`config.mk`:
```
export PLATFORM = sky130hd
export DESIGN_NAME = monitor_config_status_regs
export DESIGN_NICKNAME = d
export VERILOG_FILES = /design/src/shared/monitor_regs_pkg.sv /design/src/design/monitor_config_status_regs.sv
export SDC_FILE = /design/constraint.sdc
export NUM_CORES = 1
export LEC_CHECK = 0
export CELL_PAD_IN_SITES_DETAIL_PLACEMENT = 1
export CELL_PAD_IN_SITES_GLOBAL_PLACEMENT = 1
export CORE_UTILIZATION = 46
export CTS_BUF_LIST = sky130_fd_sc_hd__clkbuf_2
export DETAILED_ROUTE_END_ITERATION = 12
export DONT_BUFFER_PORTS = 1
export HOLD_SLACK_MARGIN = 0.03
export PLACE_DENSITY_LB_ADDON = 0.1
export RECOVER_POWER = 50
export SYNTH_ARGS = -nofsm -noshare
export SYNTH_HDL_FRONTEND = slang
export SYNTH_SLANG_ARGS = --single-unit
export TNS_END_PERCENT = 1
```
`constraint.sdc`:
```
create_clock -name clk_i -period 2 [get_ports clk_i]
set_clock_uncertainty 0.15 [all_clocks]
set_input_delay 0.1 -clock clk_i [delete_from_list [all_inputs] [get_ports clk_i]]
set_output_delay 0.1 -clock clk_i [all_outputs]
set_load 0.01 [all_outputs]
```
`src/shared/monitor_regs_pkg.sv`:
```
/*
 Package for the monitor configuration and first limit status registers:
 word offsets on the register bus, field positions, reset values and carrier structs.
 Assumes a 32-bit classic Wishbone bus with byte addresses.
*/
`default_nettype none
package monitor_regs_pkg;
    // Printed offsets are not word multiples, so each is an index; byte address = 4 * index
    localparam logic [7:0] CFG_ONE_IDX = 8'h40;
    localparam logic [7:0] STATUS_ONE_IDX = 8'h41;
    localparam logic [7:0] IRQ_MASK_IDX = 8'h50;
    localparam logic [7:0] IRQ_STATUS_IDX = 8'h51;
    localparam logic [7:0] STATUS_TWO_IDX = 8'h42;

    localparam int GO_BIT = 0;
    localparam int LOCK_BIT = 1;
    localparam int READY_BIT = 2;
    localparam int FULL_BIT = 3;
    localparam int POWER_BIT = 4;
    localparam int BYPASS_BIT = 5;
    localparam int TIMEOUT_BIT = 6;
    localparam int RESCALE_BIT = 7;
    localparam int SUMMARY_BIT = 7;

    localparam logic [7:0] CFG_RESET = 8'h00;
    localparam logic [7:0] STATUS_RESET = 8'h00;
    localparam logic [7:0] MASK_RESET = 8'h00;

    // Number of limit channels latched in the first status register
    localparam int NUM_CHAN = 7;
    // Power-up settle time before the ready flag rises
    localparam int READY_DELAY_NS = 1000;
    localparam int CLK_PERIOD_NS = 4;
    localparam int READY_CYCLES = (READY_DELAY_NS + CLK_PERIOD_NS - 1) / CLK_PERIOD_NS;

    // Interrupt status: bit 0 limit event latched, bit 1 ready reached
    localparam int IRQ_LIMIT_BIT = 0;
    localparam int IRQ_READY_BIT = 1;

    typedef struct packed {
        logic [NUM_CHAN-1:0] done;
        logic [NUM_CHAN-1:0] out_of_limit;
    } meas_result_t;

    typedef struct packed {
        logic monitor_go;
        logic use_defaults;
        logic all_fans_full;
        logic spinup_bypass;
        logic bus_timeout_off;
        logic supply_is_5v;
        logic power_calc_valid;
        logic locked;
    } monitor_ctrl_t;
endpackage
`default_nettype wire

```
`src/design/monitor_config_status_regs.sv`:
```
/*
 Configuration register one and limit status register one of a hardware monitor,
 with a small interrupt pair, reached over a classic Wishbone slave.
 Assumes measurement results arrive as one-cycle done strobes with a compare result,
 and the second status register contents come from outside as a level vector.
*/
// Decided for this implementation: the Wishbone interface to the registers.
`timescale 1ns/1ps
`default_nettype none
module monitor_config_status_regs
    import monitor_regs_pkg::*;
#(
    parameter int READY_WAIT = READY_CYCLES
) (
    input wire logic clk_i,
    input wire logic rst_i,
    input wire logic wb_cyc_i,
    input wire logic wb_stb_i,
    input wire logic wb_we_i,
    input wire logic [9:0] wb_adr_i,
    input wire logic [31:0] wb_dat_i,
    input wire logic [3:0] wb_sel_i,
    output logic [31:0] wb_dat_o,
    output logic wb_ack_o,
    input wire meas_result_t meas_i,
    input wire logic [7:0] status_two_i,
    output monitor_ctrl_t ctrl_o,
    output logic irq_o
);
    logic [7:0] cfg_q;
    logic [NUM_CHAN-1:0] stat_q;
    logic [NUM_CHAN-1:0] cond_q;
    logic [1:0] irq_stat_q;
    logic [1:0] irq_mask_q;
    logic ready_q;
    logic [$clog2(READY_WAIT+1)-1:0] ready_cnt_q;
    logic ack_q;
    logic [31:0] rdata_q;

    logic req;
    logic [7:0] idx;
    logic wr;
    logic rd;
    logic lane0;
    logic [7:0] wbyte;
    logic [NUM_CHAN-1:0] hit;
    logic status_read;
    logic limit_event;
    logic ready_rise;

    assign req = wb_cyc_i && wb_stb_i && !ack_q;
    assign idx = wb_adr_i[9:2];
    assign lane0 = wb_sel_i[0];
    assign wr = req && wb_we_i && lane0;
    assign rd = req && !wb_we_i;
    assign wbyte = wb_dat_i[7:0];
    assign status_read = rd && idx == STATUS_ONE_IDX;

    // One-cycle answer, registered; ack drops the cycle after it is given
    always_ff @(posedge clk_i) begin
        if (rst_i) begin
            ack_q <= 1'b0;
        end else begin
            ack_q <= req;
        end
    end

    always_ff @(posedge clk_i) begin
        if (rst_i) begin
            rdata_q <= 32'h0000_0000;
        end else if (rd) begin
            case (idx)
                CFG_ONE_IDX: rdata_q <= {24'h00_0000, cfg_q[7:3], ready_q, cfg_q[1:0]};
                STATUS_ONE_IDX: rdata_q <= {24'h00_0000, |status_two_i, stat_q};
                STATUS_TWO_IDX: rdata_q <= {24'h00_0000, status_two_i};
                IRQ_MASK_IDX: rdata_q <= {30'h0000_0000, irq_mask_q};
                IRQ_STATUS_IDX: rdata_q <= {30'h0000_0000, irq_stat_q};
                default: rdata_q <= 32'h0000_0000;
            endcase
        end
    end
    assign wb_dat_o = rdata_q;
    assign wb_ack_o = ack_q;

    // Lock freezes lockable bits; only a reset (power cycle) releases it
    always_ff @(posedge clk_i) begin
        if (rst_i) begin
            cfg_q <= CFG_RESET;
        end else if (wr && idx == CFG_ONE_IDX) begin
            cfg_q[FULL_BIT] <= wbyte[FULL_BIT];
            cfg_q[BYPASS_BIT] <= wbyte[BYPASS_BIT];
            if (!cfg_q[LOCK_BIT]) begin
                cfg_q[GO_BIT] <= wbyte[GO_BIT];
                cfg_q[LOCK_BIT] <= wbyte[LOCK_BIT];
                cfg_q[POWER_BIT] <= wbyte[POWER_BIT];
                cfg_q[TIMEOUT_BIT] <= wbyte[TIMEOUT_BIT];
                cfg_q[RESCALE_BIT] <= wbyte[RESCALE_BIT];
            end
        end
    end

    // Go enables status latching and selects which limit set the datapath uses; stored limits are untouched
    always_comb begin
        ctrl_o.monitor_go = cfg_q[GO_BIT];
        ctrl_o.use_defaults = !cfg_q[GO_BIT];
        ctrl_o.all_fans_full = cfg_q[FULL_BIT];
        ctrl_o.spinup_bypass = cfg_q[BYPASS_BIT];
        ctrl_o.bus_timeout_off = cfg_q[TIMEOUT_BIT];
        ctrl_o.supply_is_5v = cfg_q[RESCALE_BIT];
        ctrl_o.power_calc_valid = cfg_q[POWER_BIT];
        ctrl_o.locked = cfg_q[LOCK_BIT];
    end

    always_ff @(posedge clk_i) begin
        if (rst_i) begin
            ready_cnt_q <= '0;
            ready_q <= 1'b0;
        end else if (!ready_q) begin
            if (ready_cnt_q == ($clog2(READY_WAIT+1))'(READY_WAIT - 1)) begin
                ready_q <= 1'b1;
            end
            ready_cnt_q <= ready_cnt_q + 1'b1;
        end
    end
    assign ready_rise = !ready_q && ready_cnt_q == ($clog2(READY_WAIT+1))'(READY_WAIT - 1);

    // Per-channel latch; a new violation wins over a clearing read
    assign hit = meas_i.done & meas_i.out_of_limit & {NUM_CHAN{cfg_q[GO_BIT]}};
    genvar g;
    generate
        for (g = 0; g < NUM_CHAN; g++) begin : chan
            always_ff @(posedge clk_i) begin
                if (rst_i) begin
                    cond_q[g] <= 1'b0;
                    stat_q[g] <= STATUS_RESET[g];
                end else begin
                    if (meas_i.done[g] && cfg_q[GO_BIT]) begin
                        cond_q[g] <= meas_i.out_of_limit[g];
                    end
                    if (hit[g]) begin
                        stat_q[g] <= 1'b1;
                    end else if (status_read && !cond_q[g]) begin
                        stat_q[g] <= 1'b0;
                    end
                end
            end
        end
    endgenerate

    assign limit_event = |hit;
    always_ff @(posedge clk_i) begin
        if (rst_i) begin
            irq_stat_q <= 2'h0;
            irq_mask_q <= MASK_RESET[1:0];
        end else begin
            if (wr && idx == IRQ_MASK_IDX) begin
                irq_mask_q <= wbyte[1:0];
            end
            irq_stat_q[IRQ_LIMIT_BIT] <= limit_event
                || (irq_stat_q[IRQ_LIMIT_BIT]
                && !(wr && idx == IRQ_STATUS_IDX && wbyte[IRQ_LIMIT_BIT]));
            irq_stat_q[IRQ_READY_BIT] <= ready_rise
                || (irq_stat_q[IRQ_READY_BIT]
                && !(wr && idx == IRQ_STATUS_IDX && wbyte[IRQ_READY_BIT]));
        end
    end
    assign irq_o = |(irq_stat_q & irq_mask_q);

    cfg_lock_a: assert property (@(posedge clk_i) disable iff (rst_i)
        cfg_q[LOCK_BIT] |=> $stable(cfg_q[GO_BIT]) && cfg_q[LOCK_BIT])
        else $error("go or lock changed while locked");
    lock_stable_a: assert property (@(posedge clk_i) disable iff (rst_i)
        cfg_q[LOCK_BIT] |=> $stable({cfg_q[7:6], cfg_q[4]}))
        else $error("lockable field changed while locked");
    full_write_a: assert property (@(posedge clk_i) disable iff (rst_i)
        wr && idx == CFG_ONE_IDX |=> ctrl_o.all_fans_full == $past(wbyte[FULL_BIT]))
        else $error("full-speed bit not written");
    // Cycles since reset release, saturating, so the ready delay can be checked at any length
    localparam int UP_W = $clog2(READY_WAIT + 1) + 1;
    logic [UP_W-1:0] up_cnt_q;
    always_ff @(posedge clk_i) begin
        if (rst_i) begin
            up_cnt_q <= '0;
        end else if (up_cnt_q != UP_W'(READY_WAIT)) begin
            up_cnt_q <= up_cnt_q + 1'b1;
        end
    end

    ready_time_a: assert property (@(posedge clk_i) disable iff (rst_i)
        $rose(ready_q) |-> up_cnt_q == UP_W'(READY_WAIT))
        else $error("ready rose at the wrong time");
    status_set_a: assert property (@(posedge clk_i) disable iff (rst_i)
        hit[0] |=> stat_q[0])
        else $error("voltage status bit not latched");
    temp_set_a: assert property (@(posedge clk_i) disable iff (rst_i)
        hit[5] |=> stat_q[5])
        else $error("temperature status bit not latched");
    read_clear_a: assert property (@(posedge clk_i) disable iff (rst_i)
        status_read && cond_q[2] |=> stat_q[2] == $past(stat_q[2]) || $past(hit[2]))
        else $error("status cleared while condition holds");
    idle_hold_a: assert property (@(posedge clk_i) disable iff (rst_i)
        !cfg_q[GO_BIT] && !stat_q[1] |=> !stat_q[1])
        else $error("status set while monitoring stopped");
    defaults_a: assert property (@(posedge clk_i) disable iff (rst_i)
        wr && idx == CFG_ONE_IDX && !cfg_q[LOCK_BIT] |=>
        ctrl_o.monitor_go == $past(wbyte[GO_BIT]) && ctrl_o.use_defaults == !$past(wbyte[GO_BIT]))
        else $error("go write not applied to limit select");

    ready_early_a: assert property (@(posedge clk_i) disable iff (rst_i)
        up_cnt_q < UP_W'(READY_WAIT) |-> !ready_q)
        else $error("ready high before settle time");

    ready_hold_a: assert property (@(posedge clk_i) disable iff (rst_i)
        ready_q |=> ready_q)
        else $error("ready flag dropped");

    ack_pulse_a: assert property (@(posedge clk_i) disable iff (rst_i)
        wb_ack_o |=> !wb_ack_o)
        else $error("ack longer than one cycle");

    ack_time_a: assert property (@(posedge clk_i) disable iff (rst_i)
        wb_cyc_i && wb_stb_i && !wb_ack_o |=> wb_ack_o)
        else $error("ack not one cycle after request");

    upper_zero_a: assert property (@(posedge clk_i) disable iff (rst_i)
        wb_ack_o |-> wb_dat_o[31:8] == 24'h00_0000)
        else $error("upper read data not zero");

    summary_bit_a: assert property (@(posedge clk_i) disable iff (rst_i)
        status_read |=> wb_dat_o[SUMMARY_BIT] == $past(|status_two_i))
        else $error("summary bit not OR of status two");

    status_data_a: assert property (@(posedge clk_i) disable iff (rst_i)
        status_read |=> wb_dat_o[6:0] == $past(stat_q))
        else $error("status read data wrong");

    clear_gone_a: assert property (@(posedge clk_i) disable iff (rst_i)
        status_read && !cond_q[0] && !hit[0] |=> !stat_q[0])
        else $error("status not cleared after condition gone");

    bypass_write_a: assert property (@(posedge clk_i) disable iff (rst_i)
        wr && idx == CFG_ONE_IDX |=> ctrl_o.spinup_bypass == $past(wbyte[BYPASS_BIT]))
        else $error("bypass bit not written");

    timeout_write_a: assert property (@(posedge clk_i) disable iff (rst_i)
        wr && idx == CFG_ONE_IDX && !cfg_q[LOCK_BIT] |=>
        ctrl_o.bus_timeout_off == $past(wbyte[TIMEOUT_BIT]))
        else $error("timeout bit not written");

    rescale_write_a: assert property (@(posedge clk_i) disable iff (rst_i)
        wr && idx == CFG_ONE_IDX && !cfg_q[LOCK_BIT] |=>
        ctrl_o.supply_is_5v == $past(wbyte[RESCALE_BIT]))
        else $error("rescale bit not written");

    power_write_a: assert property (@(posedge clk_i) disable iff (rst_i)
        wr && idx == CFG_ONE_IDX && !cfg_q[LOCK_BIT] |=>
        ctrl_o.power_calc_valid == $past(wbyte[POWER_BIT]))
        else $error("power flag not written");

    irq_set_a: assert property (@(posedge clk_i) disable iff (rst_i)
        limit_event |=> irq_stat_q[IRQ_LIMIT_BIT])
        else $error("limit interrupt not latched");
endmodule
`default_nettype wire

```
# Word level (Yosys, flattened, before mapping)
# Cells that the tools add are included.
[totals] regBits=67 input_bits=73
[op_classes] n_addsub=1 eq_ne=6 mux=18 bitwise=4 n_reduce_logical=54
[op_table] op="8-bit by 7-bit equality test with 1-bit output (second input constant)" n=5
[op_table] op="8-bit case mux with 5 select lines" n=1
[op_table] op="1-bit logical AND" n=28
[op_table] op="1-bit 2-to-1 mux" n=16
[op_table] op="7-bit AND" n=2
[op_table] op="2-bit nonzero test" n=7
[op_table] op="1-bit zero test" n=13
[op_table] op="8-bit by 1-bit adder with 8-bit output (second input constant)" n=1
[op_table] op="8-bit equality test (second input constant)" n=1
[op_table] op="8-bit OR reduction" n=1
[op_table] op="7-bit OR reduction" n=1
[op_table] op="2-bit AND" n=1
[op_table] op="1-bit logical OR" n=2
[op_table] op="2-bit 2-to-1 mux" n=1
[op_table] op="2-bit AND reduction" n=1
[op_table] op="2-bit OR reduction" n=1
[op_table] op="1-bit NOT" n=1

# Depth between registers and ports, before layout
# Gate-level depths: netlist (run 1).
[depth] ltp_word=9 depth_mapped=5

# Worst setup path after synthesis (run 1)
# Ideal clock, no wire load.
[synth_path] path_type="input-to-reg" startpoint="input wb_adr_i[7]" endpoint="register stat_q[0]" t_arrival_ns=1.460 required_ns=1.718 setup_slack_ns=0.258 cell_stages=4 path_buffers=0 path_cell_list="or4b_4 or4b_4 o21ai_1 a21oi_1"
[synth_via] elab_chain_cells=4
[synth_lines] item="start, declared" line_no="monitor_config_status_regs.sv:20" source="input wire logic [9:0] wb_adr_i,"
[synth_lines] item="8-bit by 7-bit equality test with 1-bit output" line_no="monitor_config_status_regs.sv:57" source="assign status_read = rd && idx == STATUS_ONE_IDX;"
[synth_lines] item="1-bit logical AND" line_no="monitor_config_status_regs.sv:57"
[synth_lines] item="1-bit logical AND" line_no="monitor_config_status_regs.sv:142" source="end else if (status_read && !cond_q[g]) begin"
[synth_lines] item="2-bit nonzero test (no line)"
[synth_lines] item="end signal, assigned by index" line_no="monitor_config_status_regs.sv:135" source="stat_q[g] <= STATUS_RESET[g];"
[synth_lines] item="end, declared" line_no="monitor_config_status_regs.sv:31" source="logic [NUM_CHAN-1:0] stat_q;"
# No other way between the ends.
# A chain may end at the register's enable or synchronous reset.

# Worst setup path in the final report (run 1)
[layout_path] startpoint="input wb_adr_i[6]" endpoint="register stat_q[1]"
# The elaborated chain is that of the path after synthesis.

==> results of run 1 <==
## synth_stat cells, drive strengths merged, types with 4 or more instances
| cell type | n | share of area |
|---|---|---|
| a21oi | 21 | 0.048 |
| a22oi | 8 | 0.027 |
| buf | 25 | 0.085 |
| clkbuf | 10 | 0.017 |
| dfxtp | 43 | 0.39 |
| inv | 5 | 0.0086 |
| mux2i | 15 | 0.069 |
| nand2 | 18 | 0.031 |
| nand3 | 13 | 0.030 |
| nor2 | 30 | 0.051 |
| nor2b | 4 | 0.011 |
| nor4 | 4 | 0.028 |
| o21ai | 11 | 0.025 |
| o2bb2ai | 5 | 0.020 |
| xor2 | 4 | 0.016 |
## metrics by stage
stage	setup WS, ns	TNS [ns]	hold WS, ns	area (um2)	util
floorplan	0.258	0	0.0907	2280	-
global placement	0.194	0	0.0230	2160	0.484
detailed placement	0.155	0	0.0259	2160	0.484
CTS	0.00681	0	0.0360	2730	0.611
global route	-0.00738	-0.0170	0.0317	2770	0.620
finish	-0.0145	-0.0226	0.0260	2770	0.620
## registers in the layout, summed over array words and instances (netlist names)
signal / count
irq_stat_q: 2
stat_q: 7
wb_dat_o: 8
wb_ack_o: 1
irq_mask_q: 2
cfg_q: 7
cond_q: 7
ready_q: 1
ready_cnt_q: 8
## where the power goes
group	switching, mW	leakage (nW)	internal (mW)
logic	0.102	0.662	0.0913
registers	0.00974	0.348	0.867
clock network	0.269	0.0249	0.0792
total	0.381	1.03	1.04
## kinds of logic after synthesis
kind of cell    after synthesis
compound gates               56
xor+xnor                      5
fa+ha+maj                     2
buf+inv                      40
flops                        43
mux                          15
other cells                   1
simple gates                 88
## per-layer routing
metal	share of wire	wire length, um	vias up	GRT usage
met5	0	0	-	0
met4	0.014	90	0	0.0867
met3	0.062	409	10	0.0627
met2	0.52	3460	83	0.498
met1	0.40	2640	969	0.300
li1	-	-	953	-
## layout make-up
| class | instances | area [um2] |
|---|---|---|
| sequential | 43 | 863 |
| tap | 52 | 65.1 |
| clock buffer | 6 | 30.0 |
| inverter | 5 | 18.8 |
| multi-input combinational | 190 | 1190 |
| timing repair buffer | 61 | 607 |
| fill | 530 | 1700 |
## worst max-delay path by stage
stage	startpoint	to
2_1_floorplan	wb_adr_i[7]	stat_q[0]$_SDFFE_PP0P_
3_3_place_gp	wb_adr_i[7]	stat_q[5]$_SDFFE_PP0P_
3_5_place_dp	wb_adr_i[7]	stat_q[2]$_SDFFE_PP0P_
4_1_cts	cfg_q[0]$_SDFFE_PP0P_	irq_stat_q[0]$_SDFF_PP0_
5_1_grt	cfg_q[0]$_SDFFE_PP0P_	irq_stat_q[0]$_SDFF_PP0_
6_report	wb_adr_i[6]	stat_q[1]$_SDFFE_PP0P_
## critical path: cells and delay by family
kind / cells / cell delay [ns]
simple gates: 2 / 1.23
buf+inv: 1 / 0.57
compound gates: 2 / 0.25
## repair_timing
action,CTS,global route
hold buffers,53,1
buffers inserted,0,1
endpoints found under the setup margin,0,8
hold endpoints to repair,43,1
gates resized for setup,0,8
==> flow_summary_export.csv, run 1 <==
group,metric,value,unit
outcome,status,"finished with violations",
outcome,violations,"design-rule violations, negative setup slack",
worst_setup_path,timing.rr.end,"irq_stat_q[0]$_SDFF_PP0_",
worst_setup_path,path_class,"input port to flip-flop",
cts,cts.clk_slew.worst_paths,0.21,ns
pwr,p_per_area,512,mW/mm2
sta,finalHoldViolCount,0,
worst_setup_path,required,2.15,ns
synthesis,ys.flop_type,"dfxtp_1",
drt,via_count,2015,
sta,rsz0062_at_grt,"true",
final_layout,drive_gt1_frac,0.0787,
worst_setup_path,r2r-start,"cfg_q[0]$_SDFFE_PP0P_",
worst_setup_path,startpoint_type,"input port",
worst_setup_path,reg2reg_slack,0.08,ns
synthesis,ys_ff_latch,43,
placement,gp_congestion,0.825,
hold_path,hold_class,"input port to flip-flop",
sta,setup_ws,-0.0145,ns
placement,dp_hpwl,3900,um
synthesis,synth.distinct_cells,41,
worst_setup_path,reg2reg_depth,6,
cts,clock_latency,0.38,ns
worst_setup_path,critPathSlowestCell,"or4b_4",
cts,cts_tree,"yes",
synthesis,syn_inst,250,
global_routing,grt_use_total,0.268,
sta,maxSlewHeadroom,0.609,
drt,vias_per_cell,5.64,
global_routing,grt_pass1_vias,2152,
hold_path,whs_endpoint,"wb_dat_o[7]$_SDFFE_PP0N_",
final_layout,antenna-diode-count,0,
worst_setup_path,setup.worst_path.end_class,"flip-flop",
drt,drtIter0Drc,92,
global_routing,grt_pass1_wl,10400,um
die,die-area,0.00504,mm2
die,die_w,71.0,um
run,drv_cap,0,
synthesis,yosys.area_share.xor_xnor,0.0200,
synthesis,muxShareOfSynthArea,0.0686,
cts,clkSinkCount,43,
worst_setup_path,worstPathCellList,"dlygate4sd3_1 > or4b_4 > or4b_4 > o21ai_1 > a21oi_1",
synthesis,synth-edff-count,0,
pwr,leakage,1.03,nW
die,rows,24,
final_layout,finalNonFillerCells,357,
sta,fmax,0.496,GHz
pwr,total_power,1.42,mW
synthesis,syn_avg_cell_area,8.76,um2
synthesis,synth_top_family_by_area,"simple AND/OR/NAND/NOR gates",
global_routing,grt_max_degree,46,
final_layout,fin_nets,381,
placement,io_buffers,0,
cts,ctsHtreeMaxLevel,2,
sta,period_minus_slack,2.01,ns
placement,placed_cells,296,
synthesis,synth_compound_area_frac,0.171,
final_layout,final_common_cell,"dlygate4sd3_1",
die,chipHeight,71.0,um
global_routing,grt_antenna_before_repair,0,
die,coreArea,0.00447,mm2
final_layout,area_growth,26.6,%
drt,wl,6600,um
hold_path,hold_path.startpoint,"status_two_i[2]",
synthesis,syn_area,0.00219,mm2
cts,ctsLongestPathBuffers,2,
sta,drv_slew,0,
worst_setup_path,cpPeakStageDelay,0.62,ns
drt,wl_per_cell,18.5,um
worst_setup_path,crit_top_cell,"or4b_4",
cts,numCtsBuffers,5,
drt,drcViolationCount,6,
synthesis,synth-simple-area-share,0.224,
synthesis,synth_warnings,0,
sta,fin_crit_sh,1.01,
synthesis,synthAdderAreaFrac,0.0114,
global_routing,overflow,0,
synthesis,async_flop_share,0,
die,ioPinCount,115,
pwr,ir_drop,0.332,mV
synthesis,seq_area_frac_synth,0.393,
die,start_util,0.489,
final_layout,mostFrequentLayoutCells,"dlygate4sd3_1, dfxtp_1, nor2_1",
drt,ant_nets,0,
worst_setup_path,critical_path_arrival,2.17,ns
drt,first_pass_iters,8,
sta,finalSetupViolations,3,
cts,root_buffer,"clkbuf_2",
sta,worst_slew_pin_slew,0.586,ns
worst_setup_path,critPathMaxFanout,7,
hold_path,whs_path_depth,5,
Note: power is estimated with default switching activity, not from simulation.
==> inputs of run 2 (changes only) <==
--- a/config.mk
+++ b/config.mk
@@ -5,9 +5,9 @@
 export SDC_FILE = /design/constraint.sdc
 export NUM_CORES = 1
 export LEC_CHECK = 0
-export CELL_PAD_IN_SITES_DETAIL_PLACEMENT = 1
-export CELL_PAD_IN_SITES_GLOBAL_PLACEMENT = 1
-export CORE_UTILIZATION = 46
+export CELL_PAD_IN_SITES_DETAIL_PLACEMENT = 0
+export CELL_PAD_IN_SITES_GLOBAL_PLACEMENT = 2
+export CORE_UTILIZATION = 35
 export CTS_BUF_LIST = sky130_fd_sc_hd__clkbuf_2
 export DETAILED_ROUTE_END_ITERATION = 12
 export DONT_BUFFER_PORTS = 1
==> run 2 against run 1 <==
The flow now finishes without violations. Via count decreased by 4.9%. Combinational power decreased by 3%. Non-clock buffer count increased by 3. Total power increased by 1.3%. Largest power group unchanged. Highest routed layer unchanged. Count of clock-buffer cells in the layout increased by 1. Critical endpoint is now cfg_q[3]$_SDFFE_PP0P_.
==> flow_summary_export.csv, run 2 (synthesized netlist as in run 1, its figures left out) <==
group,metric,value,unit
final_layout,area_growth,29.2,%
placement,io_buffers,0,
final_layout,stdcell_area,0.00283,mm2
cts,clock_latency,0.40,ns
drt,via_count,1916,
global_routing,grt_pass1_vias,1838,
drt,vias_per_cell,4.98,
global_routing,grt_use_total,0.179,
cts,ctsLongestPathBuffers,2,
cts,clkSinkCount,43,
cts,ctsHtreeMaxLevel,2,
run,drv_cap,0,
sta,drv_slew,0,
drt,drcViolationCount,0,
sta,fmax,0.507,GHz
sta,setup_tns,0,ns
final_layout,final_util,0.472,
final_layout,mostFrequentLayoutCells,"dlygate4sd3_1, dfxtp_1, nor2_1",
die,coreArea,0.00599,mm2
global_routing,overflow,0,
drt,wl,5690,um
worst_setup_path,reg2reg_slack,0.10,ns
pwr,p_per_area,508,mW/mm2
hold_path,hold_class,"input port to flip-flop",
worst_setup_path,timing.rr.end,"wb_dat_o[1]$_SDFFE_PP0N_",
cts,cts.clk_slew.worst_paths,0.20,ns
drt,wl_per_cell,14.8,um
drt,drtIter0Drc,91,
sta,finalHoldViolCount,0,
worst_setup_path,path_class,"input port to flip-flop",
sta,maxSlewHeadroom,0.629,
final_layout,final_common_cell,"dlygate4sd3_1",
worst_setup_path,r2r-start,"wb_ack_o$_SDFF_PP0_",
sta,period_minus_slack,1.97,ns
worst_setup_path,critPathMaxFanout,13,
global_routing,grt_max_degree,46,
drt,ant_nets,0,
drt,first_pass_iters,4,
sta,worst_slew_pin_slew,0.555,ns
pwr,ir_drop,0.274,mV
die,start_util,0.365,
die,ioPinCount,115,
final_layout,fin_nets,384,
sta,fin_crit_sh,0.986,
worst_setup_path,reg2reg_depth,6,
worst_setup_path,required,2.16,ns
hold_path,hold_path.startpoint,"meas_i[5]",
final_layout,drive_gt1_frac,0.0774,
pwr,leakage,1.07,nW
global_routing,grt_antenna_before_repair,0,
global_routing,grt_pass1_wl,8650,um
die,chipHeight,81.1,um
sta,rsz0062_at_grt,"true",
worst_setup_path,setup.worst_path.end_class,"flip-flop",
worst_setup_path,critical_path_arrival,2.13,ns
placement,dpl-instance-area,0.00220,mm2
hold_path,whs_path_depth,4,
sta,whs,0.0382,ns
die,die-area,0.00658,mm2
die,die_w,81.1,um
hold_path,whs_endpoint,"irq_stat_q[0]$_SDFF_PP0_",
cts,root_buffer,"clkbuf_2",
worst_setup_path,startpoint_type,"input port",
cts,cts_tree,"yes",
sta,finalSetupViolations,0,
outcome,status,"complete, no violations",
final_layout,antenna-diode-count,0,
die,rows,28,
cts,numCtsBuffers,5,
placement,gp_congestion,0.700,
placement,dp_hpwl,3860,um
[run 2: worst max-delay path: stages]
cell and delay (ns):
dlygate4sd3_1 0.75, or4_1 0.70, nor4_4 0.30, mux2i_1 0.23, nor2_1 0.05
[run 2: through the flow]
stage / power [mW] / worst slack [ns] / instances
floorplan: 1.02 / 0.258 / 273
global route: 1.51 / -0.0185 / 385
global placement: 0.979 / 0.189 / 320
CTS: 1.46 / 0.0126 / 385
finish: 1.44 / 0.0278 / 385
detailed placement: 0.978 / 0.170 / 320
[run 2: worst max path at each step]
| stage | slack [ns] | endpoint | from | depth (start not counted) |
|---|---|---|---|---|
| finish | 0.03 | cfg_q[3]$_SDFFE_PP0P_ | wb_adr_i[2] | 5 |
| global route | -0.02 | cfg_q[3]$_SDFFE_PP0P_ | wb_adr_i[2] | 5 |
| CTS | 0.01 | wb_dat_o[1]$_SDFFE_PP0N_ | wb_ack_o$_SDFF_PP0_ | 6 |
| detailed placement | 0.17 | stat_q[6]$_SDFFE_PP0P_ | wb_adr_i[7] | 4 |
| global placement | 0.19 | stat_q[2]$_SDFFE_PP0P_ | wb_adr_i[7] | 4 |
| floorplan | 0.26 | stat_q[0]$_SDFFE_PP0P_ | wb_adr_i[7] | 4 |
[run 2: area by class of cell]
class | instances | area, um2
Inverter | 5 | 18.8
Timing Repair Buffer | 64 | 629
Clock buffer | 7 | 35.0
Clock inverter | 1 | 5.00
Fill cell | 605 | 3160
Tap cell | 75 | 93.8
Multi-Input combinational cell | 190 | 1180
Sequential cell | 43 | 862
[run 2: repair_timing]
action,CTS,global route
setup endpoints to repair,0,6
hold buffers,57,0
resized for setup,0,3
endpoints found under the hold margin,43,0
buffers inserted,0,0
[run 2: layer usage]
metal  wire length, um  share of wire  GRT usage  up-vias
li1                  -              -          -      957
met1              2630           0.46      0.228      885
met2              2570           0.45      0.282       67
met3               427          0.075     0.0584        7
met4                64          0.011     0.0589        0
met5                 0              0          0        -
[run 2: power by group]
group / leakage, nW / switching (mW) / internal [mW]
sequential: 0.348 / 0.00917 / 0.867
clock: 0.0330 / 0.276 / 0.0955
combinational: 0.685 / 0.0961 / 0.0928
total: 1.07 / 0.382 / 1.06
